`config.mk`:
```
export PLATFORM = sky130hd
export DESIGN_NAME = dsc_cmd_state
export DESIGN_NICKNAME = d
export VERILOG_FILES = /design/src/hw/dsc_cmd_dec.v /design/src/hw/dsc_wait_cnt.v /design/src/hw/dsc_cmd_state.v
export VERILOG_INCLUDE_DIRS = /design/src /design/src/hw
export SDC_FILE = /design/constraint.sdc
export NUM_CORES = 1
export LEC_CHECK = 0
export BUFFER_PORTS_ARGS = -buffer_cell sky130_fd_sc_hd__buf_4
export CORE_MARGIN = 5
export CORE_UTILIZATION = 35
export CTS_CLUSTER_SIZE = 10
export DETAILED_ROUTE_END_ITERATION = 8
export GPL_TIMING_DRIVEN = 0
export PLACE_DENSITY = 0.49
export REMOVE_ABC_BUFFERS = 1
export SYNTH_ARGS = -nofsm -noshare
export SYNTH_HDL_FRONTEND = slang
export SYNTH_SLANG_ARGS = --single-unit
```
`constraint.sdc`:
```
create_clock -name mclk -period 3.4 [get_ports mclk]
set_clock_uncertainty 0.2 [all_clocks]
set_input_delay 0.17 -clock mclk [delete_from_list [all_inputs] [get_ports mclk]]
set_output_delay 0.17 -clock mclk [all_outputs]
set_load 0.02 [all_outputs]
```
`src/hw/dsc_consts.vh`:
```
// Constants for the DDR graphics DRAM command-state block.
// Assumes a 100 MHz command clock; included by bare name.
//
// What this block does
// - Precharge closes the bank's row; bank reopens only after row-precharge time.
// - All-banks bit picks one bank or all; bank bits ignored for all.
// - Clock enable low with no access enters precharge or active power-down.
// - Power-down disables input and output buffers except clock and clock enable.
// - Power-down exits on clock enable high with NOP or deselect.
// - Clock-enable transitions from previous and current samples pick low-power state.
// - Clock-enable state is samples n-1 and n; command acts at edge n.
// - Deselect and NOP leave the ongoing operation unchanged in every state.
// - Strobes decode to active, refresh, mode set, read, write, precharge, terminate.
// - Open idle row accepts read, write and precharge.
// - Read burst accepts read, terminate, and precharge that truncates it.
// - Write burst accepts write, read, and precharge that truncates it.
// - Same-bank table applies only with clock enable high twice, after exit time.
// - States and sequences outside the tables are illegal; the block flags them on cmd_illegal_r.
// - Burst terminate acts on the latest read burst, whatever its bank.
`ifndef DSC_CONSTS_VH
`define DSC_CONSTS_VH

`define DSC_CLK_NS 10
`define DSC_T_RP_NS 20
`define DSC_T_RCD_NS 20
`define DSC_T_RFC_NS 70
`define DSC_T_MRD_NS 10
`define DSC_T_XSNR_NS 80
`define DSC_RP_CYC ((`DSC_T_RP_NS + `DSC_CLK_NS - 1) / `DSC_CLK_NS)
`define DSC_RCD_CYC ((`DSC_T_RCD_NS + `DSC_CLK_NS - 1) / `DSC_CLK_NS)
`define DSC_RFC_CYC ((`DSC_T_RFC_NS + `DSC_CLK_NS - 1) / `DSC_CLK_NS)
`define DSC_MRD_CYC ((`DSC_T_MRD_NS + `DSC_CLK_NS - 1) / `DSC_CLK_NS)
`define DSC_XSNR_CYC ((`DSC_T_XSNR_NS + `DSC_CLK_NS - 1) / `DSC_CLK_NS)
`define DSC_DLL_CYC 200
`define DSC_BURST_CYC 2

// Decoded commands
`define DSC_CMD_DES 4'h0
`define DSC_CMD_NOP 4'h1
`define DSC_CMD_ACT 4'h2
`define DSC_CMD_RD 4'h3
`define DSC_CMD_WR 4'h4
`define DSC_CMD_PRE 4'h5
`define DSC_CMD_BST 4'h6
`define DSC_CMD_REF 4'h7
`define DSC_CMD_MRS 4'h8

// Bank states
`define DSC_BK_IDLE 3'h0
`define DSC_BK_ACTG 3'h1
`define DSC_BK_ACTIVE 3'h2
`define DSC_BK_READ 3'h3
`define DSC_BK_WRITE 3'h4
`define DSC_BK_PRECH 3'h5
`define DSC_BK_READ_AP 3'h6
`define DSC_BK_WRITE_AP 3'h7

// Low-power state codes on the output
`define DSC_LP_NONE 2'h0
`define DSC_LP_PPD 2'h1
`define DSC_LP_APD 2'h2
`define DSC_LP_SREF 2'h3

`endif

```
`src/hw/dsc_cmd_dec.v`:
```
// Decodes chip select and the three strobes into a command code.
// Pure combinational; inputs are sampled by the caller.
`timescale 1ns/1ps
`include "dsc_consts.vh"

module dsc_cmd_dec
(
   input wire cs_n,
   input wire ras_n,
   input wire cas_n,
   input wire we_n,
   output reg [3:0] cmd
);

   always @*
   begin
      if (cs_n)
      begin
         cmd = `DSC_CMD_DES;
      end
      else
      begin
         case ({ras_n, cas_n, we_n})
            3'h7: cmd = `DSC_CMD_NOP;
            3'h3: cmd = `DSC_CMD_ACT;
            3'h1: cmd = `DSC_CMD_REF;
            3'h0: cmd = `DSC_CMD_MRS;
            3'h5: cmd = `DSC_CMD_RD;
            3'h4: cmd = `DSC_CMD_WR;
            3'h2: cmd = `DSC_CMD_PRE;
            3'h6: cmd = `DSC_CMD_BST;
            default: cmd = `DSC_CMD_NOP;
         endcase
      end
   end

endmodule

```
`src/hw/dsc_wait_cnt.v`:
```
// Loadable down-counter for timing waits.
// Load value 0 clears it; busy while nonzero, expire on the last cycle.
`timescale 1ns/1ps

module dsc_wait_cnt
(
   input wire mclk,
   input wire srst,
   input wire load,
   input wire [7:0] load_val,
   output wire busy,
   output wire expire
);

   reg [7:0] cnt_r;

   always @(posedge mclk)
   begin
      if (srst)
         cnt_r <= 8'h00;
      else if (load)
         cnt_r <= load_val;
      else if (cnt_r != 8'h00)
         cnt_r <= cnt_r - 8'h01;
   end

   assign busy = (cnt_r != 8'h00);
   assign expire = (cnt_r == 8'h01);

endmodule

```
`src/hw/dsc_cmd_state.v`:
```
// Command-state logic of a four-bank DDR graphics DRAM.
// Commands and clock enable are synchronous to mclk; the controller
// drives them and is expected to keep its own timing waits.
`timescale 1ns/1ps
`include "dsc_consts.vh"

module dsc_cmd_state
(
   input wire mclk,
   input wire srst,
   input wire cke,
   input wire cs_n,
   input wire ras_n,
   input wire cas_n,
   input wire we_n,
   input wire all_banks_select_bit,
   input wire bank_select_bit0,
   input wire bank_select_bit1,
   input wire dll_en,
   output wire [11:0] bank_state,
   output reg [1:0] lp_state_r,
   output reg buf_en_r,
   output reg cmd_illegal_r,
   output reg dll_ready_r,
   output reg [1:0] last_rd_bank_r
);

   localparam G_RUN = 3'h0;
   localparam G_REF = 3'h1;
   localparam G_MRS = 3'h2;
   localparam G_PPD = 3'h3;
   localparam G_APD = 3'h4;
   localparam G_SREF = 3'h5;
   localparam G_XSR = 3'h6;

   localparam [7:0] RP_LD = `DSC_RP_CYC;
   localparam [7:0] RCD_LD = `DSC_RCD_CYC;
   localparam [7:0] RFC_LD = `DSC_RFC_CYC;
   localparam [7:0] MRD_LD = `DSC_MRD_CYC;
   localparam [7:0] XSNR_LD = `DSC_XSNR_CYC;
   localparam [7:0] DLL_LD = `DSC_DLL_CYC;
   localparam [7:0] BURST_LD = `DSC_BURST_CYC;

   wire [3:0] cmd;
   wire [1:0] bank_sel;
   wire is_nop;
   wire tbl_en;
   wire [3:0] bk_idle;
   wire [3:0] bk_open;
   wire [3:0] bk_ill;
   wire [3:0] bk_rd;
   wire all_idle;
   wire no_access;
   wire g_busy;
   wire g_expire;
   wire dll_busy;
   wire dll_expire;

   reg [2:0] g_r;
   reg [2:0] g_nxt;
   reg cke_prev_r;
   reg dll_en_prev_r;
   reg g_load;
   reg [7:0] g_load_val;
   reg g_ill;
   reg dll_load;

   dsc_cmd_dec u_dec
   (
      .cs_n(cs_n),
      .ras_n(ras_n),
      .cas_n(cas_n),
      .we_n(we_n),
      .cmd(cmd)
   );

   assign bank_sel = {bank_select_bit1, bank_select_bit0};
   assign is_nop = (cmd == `DSC_CMD_DES) || (cmd == `DSC_CMD_NOP);
   // Table only with enable high at n-1 and n, normal state
   assign tbl_en = cke_prev_r && cke && (g_r == G_RUN);
   assign all_idle = &bk_idle;
   assign no_access = &(bk_idle | bk_open);

   genvar i;
   generate
      for (i = 0; i < 4; i = i + 1)
      begin : g_bank
         reg [2:0] st_r;
         reg [2:0] st_nxt;
         reg ld;
         reg [7:0] ldv;
         reg ill;
         wire t_busy;
         wire t_expire;
         wire hit;
         wire hit_pre;

         dsc_wait_cnt u_tmr
         (
            .mclk(mclk),
            .srst(srst),
            .load(ld),
            .load_val(ldv),
            .busy(t_busy),
            .expire(t_expire)
         );

         assign hit = (bank_sel == i);
         assign hit_pre = all_banks_select_bit || hit;

         always @*
         begin
            st_nxt = st_r;
            ld = 1'b0;
            ldv = 8'h00;
            ill = 1'b0;
            if (tbl_en)
            begin
               case (cmd)
                  `DSC_CMD_ACT:
                  begin
                     if (hit)
                     begin
                        if (st_r == `DSC_BK_IDLE)
                        begin
                           st_nxt = `DSC_BK_ACTG;
                           ld = 1'b1;
                           ldv = RCD_LD;
                        end
                        else
                           ill = 1'b1;
                     end
                  end
                  `DSC_CMD_RD, `DSC_CMD_WR:
                  begin
                     if (hit)
                     begin
                        // Write may not cut into a read burst
                        if (st_r == `DSC_BK_ACTIVE ||
                            st_r == `DSC_BK_WRITE ||
                            (st_r == `DSC_BK_READ &&
                             cmd == `DSC_CMD_RD))
                        begin
                           ld = 1'b1;
                           ldv = BURST_LD;
                           if (cmd == `DSC_CMD_RD)
                              st_nxt = all_banks_select_bit ?
                                 `DSC_BK_READ_AP : `DSC_BK_READ;
                           else
                              st_nxt = all_banks_select_bit ?
                                 `DSC_BK_WRITE_AP : `DSC_BK_WRITE;
                        end
                        else
                           ill = 1'b1;
                     end
                  end
                  `DSC_CMD_PRE:
                  begin
                     if (hit_pre)
                     begin
                        // Precharge truncates a running burst; auto-precharge bursts flag it illegal
                        if (st_r == `DSC_BK_ACTIVE ||
                            st_r == `DSC_BK_READ ||
                            st_r == `DSC_BK_WRITE)
                        begin
                           st_nxt = `DSC_BK_PRECH;
                           ld = 1'b1;
                           ldv = RP_LD;
                        end
                        else if (st_r != `DSC_BK_IDLE)
                           ill = 1'b1;
                     end
                  end
                  `DSC_CMD_BST:
                  begin
                     if (last_rd_bank_r == i)
                     begin
                        if (st_r == `DSC_BK_READ)
                        begin
                           st_nxt = `DSC_BK_ACTIVE;
                           ld = 1'b1;
                           ldv = 8'h00;
                        end
                        else
                           ill = 1'b1;
                     end
                  end
                  default: st_nxt = st_r;
               endcase
            end
            if (!ld && t_expire)
            begin
               case (st_r)
                  `DSC_BK_ACTG: st_nxt = `DSC_BK_ACTIVE;
                  `DSC_BK_PRECH: st_nxt = `DSC_BK_IDLE;
                  `DSC_BK_READ: st_nxt = `DSC_BK_ACTIVE;
                  `DSC_BK_WRITE: st_nxt = `DSC_BK_ACTIVE;
                  `DSC_BK_READ_AP, `DSC_BK_WRITE_AP:
                  begin
                     st_nxt = `DSC_BK_PRECH;
                     ld = 1'b1;
                     ldv = RP_LD;
                  end
                  default: st_nxt = st_r;
               endcase
            end
         end

         always @(posedge mclk)
         begin
            if (srst)
               st_r <= `DSC_BK_IDLE;
            else
               st_r <= st_nxt;
         end

         assign bank_state[3*i+2:3*i] = st_r;
         assign bk_idle[i] = (st_r == `DSC_BK_IDLE) && !t_busy;
         assign bk_open[i] = (st_r == `DSC_BK_ACTIVE);
         assign bk_ill[i] = ill;
         assign bk_rd[i] = tbl_en && (cmd == `DSC_CMD_RD) && hit && !ill;
      end
   endgenerate

   dsc_wait_cnt u_gtmr
   (
      .mclk(mclk),
      .srst(srst),
      .load(g_load),
      .load_val(g_load_val),
      .busy(g_busy),
      .expire(g_expire)
   );

   dsc_wait_cnt u_dll
   (
      .mclk(mclk),
      .srst(srst),
      .load(dll_load),
      .load_val(DLL_LD),
      .busy(dll_busy),
      .expire(dll_expire)
   );

   always @*
   begin
      g_nxt = g_r;
      g_load = 1'b0;
      g_load_val = 8'h00;
      g_ill = 1'b0;
      dll_load = dll_en && !dll_en_prev_r;
      case (g_r)
         G_RUN:
         begin
            if (cke_prev_r && !cke)
            begin
               if (all_idle && is_nop)
                  g_nxt = G_PPD;
               else if (all_idle && cmd == `DSC_CMD_REF)
                  g_nxt = G_SREF;
               else if (no_access && is_nop)
                  g_nxt = G_APD;
               else
                  g_ill = 1'b1;
            end
            else if (tbl_en)
            begin
               if (cmd == `DSC_CMD_REF || cmd == `DSC_CMD_MRS)
               begin
                  if (all_idle)
                  begin
                     g_nxt = (cmd == `DSC_CMD_REF) ? G_REF : G_MRS;
                     g_load = 1'b1;
                     g_load_val = (cmd == `DSC_CMD_REF) ? RFC_LD : MRD_LD;
                  end
                  else
                     g_ill = 1'b1;
               end
               else if (cmd == `DSC_CMD_RD && (dll_busy || !dll_en))
                  g_ill = 1'b1;
            end
            else if (!cke_prev_r && !is_nop)
               g_ill = 1'b1;
         end
         G_REF, G_MRS, G_XSR:
         begin
            if (!is_nop || !cke)
               g_ill = 1'b1;
            if (g_expire || !g_busy)
               g_nxt = G_RUN;
         end
         G_PPD, G_APD:
         begin
            if (cke)
            begin
               g_nxt = G_RUN;
               if (!is_nop)
                  g_ill = 1'b1;
            end
         end
         G_SREF:
         begin
            if (cke)
            begin
               g_nxt = G_XSR;
               g_load = 1'b1;
               g_load_val = XSNR_LD;
               dll_load = 1'b1;
               if (!is_nop)
                  g_ill = 1'b1;
            end
         end
         default:
         begin
            g_nxt = G_RUN;
         end
      endcase
   end

   always @(posedge mclk)
   begin
      if (srst)
      begin
         g_r <= G_RUN;
         cke_prev_r <= 1'b0;
         dll_en_prev_r <= 1'b0;
         lp_state_r <= `DSC_LP_NONE;
         buf_en_r <= 1'b1;
         cmd_illegal_r <= 1'b0;
         dll_ready_r <= 1'b0;
         last_rd_bank_r <= 2'h0;
      end
      else
      begin
         g_r <= g_nxt;
         cke_prev_r <= cke;
         dll_en_prev_r <= dll_en;
         cmd_illegal_r <= g_ill || (|bk_ill);
         dll_ready_r <= dll_en && !dll_load && (dll_expire || !dll_busy);
         if (|bk_rd)
            last_rd_bank_r <= bank_sel;
         case (g_nxt)
            G_PPD: lp_state_r <= `DSC_LP_PPD;
            G_APD: lp_state_r <= `DSC_LP_APD;
            G_SREF: lp_state_r <= `DSC_LP_SREF;
            default: lp_state_r <= `DSC_LP_NONE;
         endcase
         // Buffers off in any low-power state
         buf_en_r <= !(g_nxt == G_PPD || g_nxt == G_APD ||
            g_nxt == G_SREF);
      end
   end

endmodule

```
==> flow_summary.json <==
{
  "viasPerCell": 5.69,
  "max_freq_mhz": 319,
  "tightest_slew_ps": 846,
  "io_pins": 30,
  "cp-start-kind": "primary input",
  "syn_inst": 656,
  "r2r_end": "buf_en_r",
  "rrSetupSlack_ps": 350,
  "cts-root-buf": "clkbuf_16",
  "drive_gt1_frac": 0.111,
  "fp.dieW_um": 129,
  "clkLatencyLatePin_ps": 350,
  "remaining_drc_errors": 0,
  "worstSetupEndpointType": "register",
  "antenna_found_initial": 0,
  "leakagePower_nw": 2.16,
  "cp.required_ps": 3430,
  "yosysTopAreaCellShare": 0.289,
  "synthArstFlopShare": 0,
  "multi_input_area_mm2": 0.00328,
  "crit_start": "we_n",
  "clock-sinks": 72,
  "avgSynthCellArea_um2": 7.59,
  "rsz0062_at_grt": "false",
  "hpwl_um": 10500,
  "cap_violations": 0,
  "h-tree-depth": 3,
  "dr.pass1.iters": 5,
  "grt_pass1_wl_um": 23200,
  "slew_violations": 0,
  "ys_types": 80,
  "setup_viol": 0,
  "grt.total_usage": 0.175,
  "rows": 43,
  "gr-total-overflow": 0,
  "final_util": 0.405,
  "finalCritPeriodShare": 0.921,
  "slew_headroom": 0.435,
  "syn2layout_area_growth_pct": 13.4,
  "netlist_top_cells_count": "84 x nor2_1, 72 x dfxtp_1, 49 x nand2_1",
  "ys_top_cells_by_area": "dfxtp_1 29%, nor2_1 6.3%, ha_1 4.5%",
  "rr_worst_depth": 5,
  "cts_setup_buffers": 0,
  "finalPower_mw": 4.15,
  "clockBufferDepth": 2,
  "initial_core_util": 0.357,
  "cts_buffers": 9,
  "hp-class": "in -> reg",
  "cp.arrival_ps": 3160,
  "regArea_mm2": 0.00144,
  "yosys_warnings": 0,
  "wirelength_um": 14100,
  "status": "finished clean",
  "num_antenna_cells": 0,
  "crit_end": "g_bank[3].u_tmr.cnt_r[1]",
  "dr_total_vias": 4824,
  "synth_edf_count": 0,
  "fin_crit_ps": 3130,
  "yosys_register_bits": 72,
  "hold_viol": 0,
  "cellPowerDensity_mw_per_mm2": 735,
  "first_global_vias": 4493,
  "netlist_area_mm2": 0.00498,
  "peakVddDrop_mv": 0.284,
  "gp_congestion": 0.907,
  "final_antenna_net_count": 0,
  "timing.setup.tns_ps": 0,
  "critical_path_peak_fanout": 20,
  "synth_largest_area_cell": "dfxtp_1",
  "wl_per_cell_um": 16.7,
  "drtIter0Drc": 348,
  "core_mm2": 0.0139,
  "layout.nets": 692,
  "grt_max_degree": 29,
  "ys.flop_type": "dfxtp_1",
  "reg2reg_from": "g_bank[3].st_r[2]",
  "path_class": "in -> reg",
  "ys_seq_area_frac": 0.289,
  "port_buffers": 29,
  "die_height_um": 129,
  "path_clk_slew_ps": 60,
  "fill_cells": 1447,
  "yosys.cell_count.top_type": "nor2_1",
  "die_area_mm2": 0.0167,
  "cts_tree": "yes"
}
==> final cells by class <==
class	instances	area share
multi-input combinational	514	0.580
sequential	72	0.255
timing repair buffer	35	0.0492
clock buffer	12	0.0454
tap	180	0.0399
inverter	31	0.0206
clock inverter	4	0.00909
==> worst max-delay path, cell delays in order <==
cell and delay (ps):
buf_4 230, inv_1 80, ha_2 560, nor4b_1 130
a211oi_1 650, nor2_1 330, o21ai_0 300, a21oi_2 160
o21a_1 220, o311a_1 340
==> how the worst min path moves through the flow <==
stage | start | endpoint | slack [ps] | depth (start not counted)
floorplan | srst | g_bank[0].st_r[2] | 40 | 1
global placement | dll_en | dll_en_prev_r | 240 | 3
detailed placement | dll_en | dll_en_prev_r | 240 | 3
CTS | cs_n | g_bank[3].st_r[2] | 210 | 4
global route | cs_n | g_bank[3].st_r[2] | 250 | 4
finish | cs_n | g_bank[3].st_r[2] | 230 | 4
==> cell usage in the layout (no fill, tap or decap), types with 4 or more instances in the layout <==
cell / count
a211oi_1: 7
a21oi_1: 33
a31oi_1: 9
and2_1: 6
and3_1: 10
buf_4: 29
clkbuf_16: 9
dfxtp_1: 72
dlygate4sd3_1: 6
ha_1: 17
inv_1: 31
mux2i_1: 9
nand2_1: 49
nand2b_1: 6
nand3_1: 35
nand4_1: 11
nor2_1: 84
nor2b_1: 10
nor3_1: 39
nor3b_1: 7
nor4_1: 7
nor4b_1: 4
o211a_1: 4
o211ai_1: 6
o21a_1: 7
o21ai_0: 22
o221ai_1: 5
o22ai_1: 7
o31ai_1: 4
or3_1: 9
xnor2_1: 22
xor2_1: 12
==> metrics by stage <==
step                      instances  hold slack (ps)  setup WS, ps  area [um^2]
after floorplan                 617             36.2           674         4820
after global placement          826              235          -189         5260
after detailed placement        826              243          -168         5260
after CTS                       848              215           186         5630
after global routing            848              253          95.2         5650
final                           848              227           267         5650
==> sequential cells by signal, summed over array words and instances, names as in the netlist <==
register,cells
cmd_illegal_r,1
buf_en_r,1
g_bank.u_tmr.cnt_r,32
cke_prev_r,1
dll_en_prev_r,1
u_gtmr.cnt_r,8
u_dll.cnt_r,8
g_bank.st_r,12
last_rd_bank_r,2
dll_ready_r,1
g_r,3
lp_state_r,2
==> what timing repair did <==
action,CTS,global route
hold endpoints to repair,8,0
hold buffers,6,0
endpoints found under the setup margin,0,11
resized for setup,0,2
==> cells by family (layout without fill, tap and decap cells) <==
family	after synthesis	count (layout)	share of synthesized area
and+or+nand+nor	307	307	0.321
AOI/OAI and AO/OA	142	142	0.201
DFF	72	72	0.289
buffers and inverters	70	82	0.0553
xor gates and xnor gates	35	35	0.0631
adders and majority gates	18	18	0.0452
muxes	12	12	0.0249
==> routing by layer <==
metal / routed length [um] / GRT usage / part of all wire / vias up
met3: 647 / 0.0317 / 0.046 / 14
met1: 6860 / 0.246 / 0.49 / 2311
li1: - / - / - / 2396
met5: 0 / 0 / 0 / -
met2: 6410 / 0.271 / 0.45 / 103
met4: 224 / 0.0568 / 0.016 / 0
==> where the power goes <==
group          internal [mW]  leakage, nW  switching, mW
Combinational          0.782         1.42           1.05
Sequential              1.08        0.592          0.252
Clock                  0.609        0.149          0.374
Total                   2.47         2.16           1.68
Note: power is estimated with default switching activity, not from simulation.
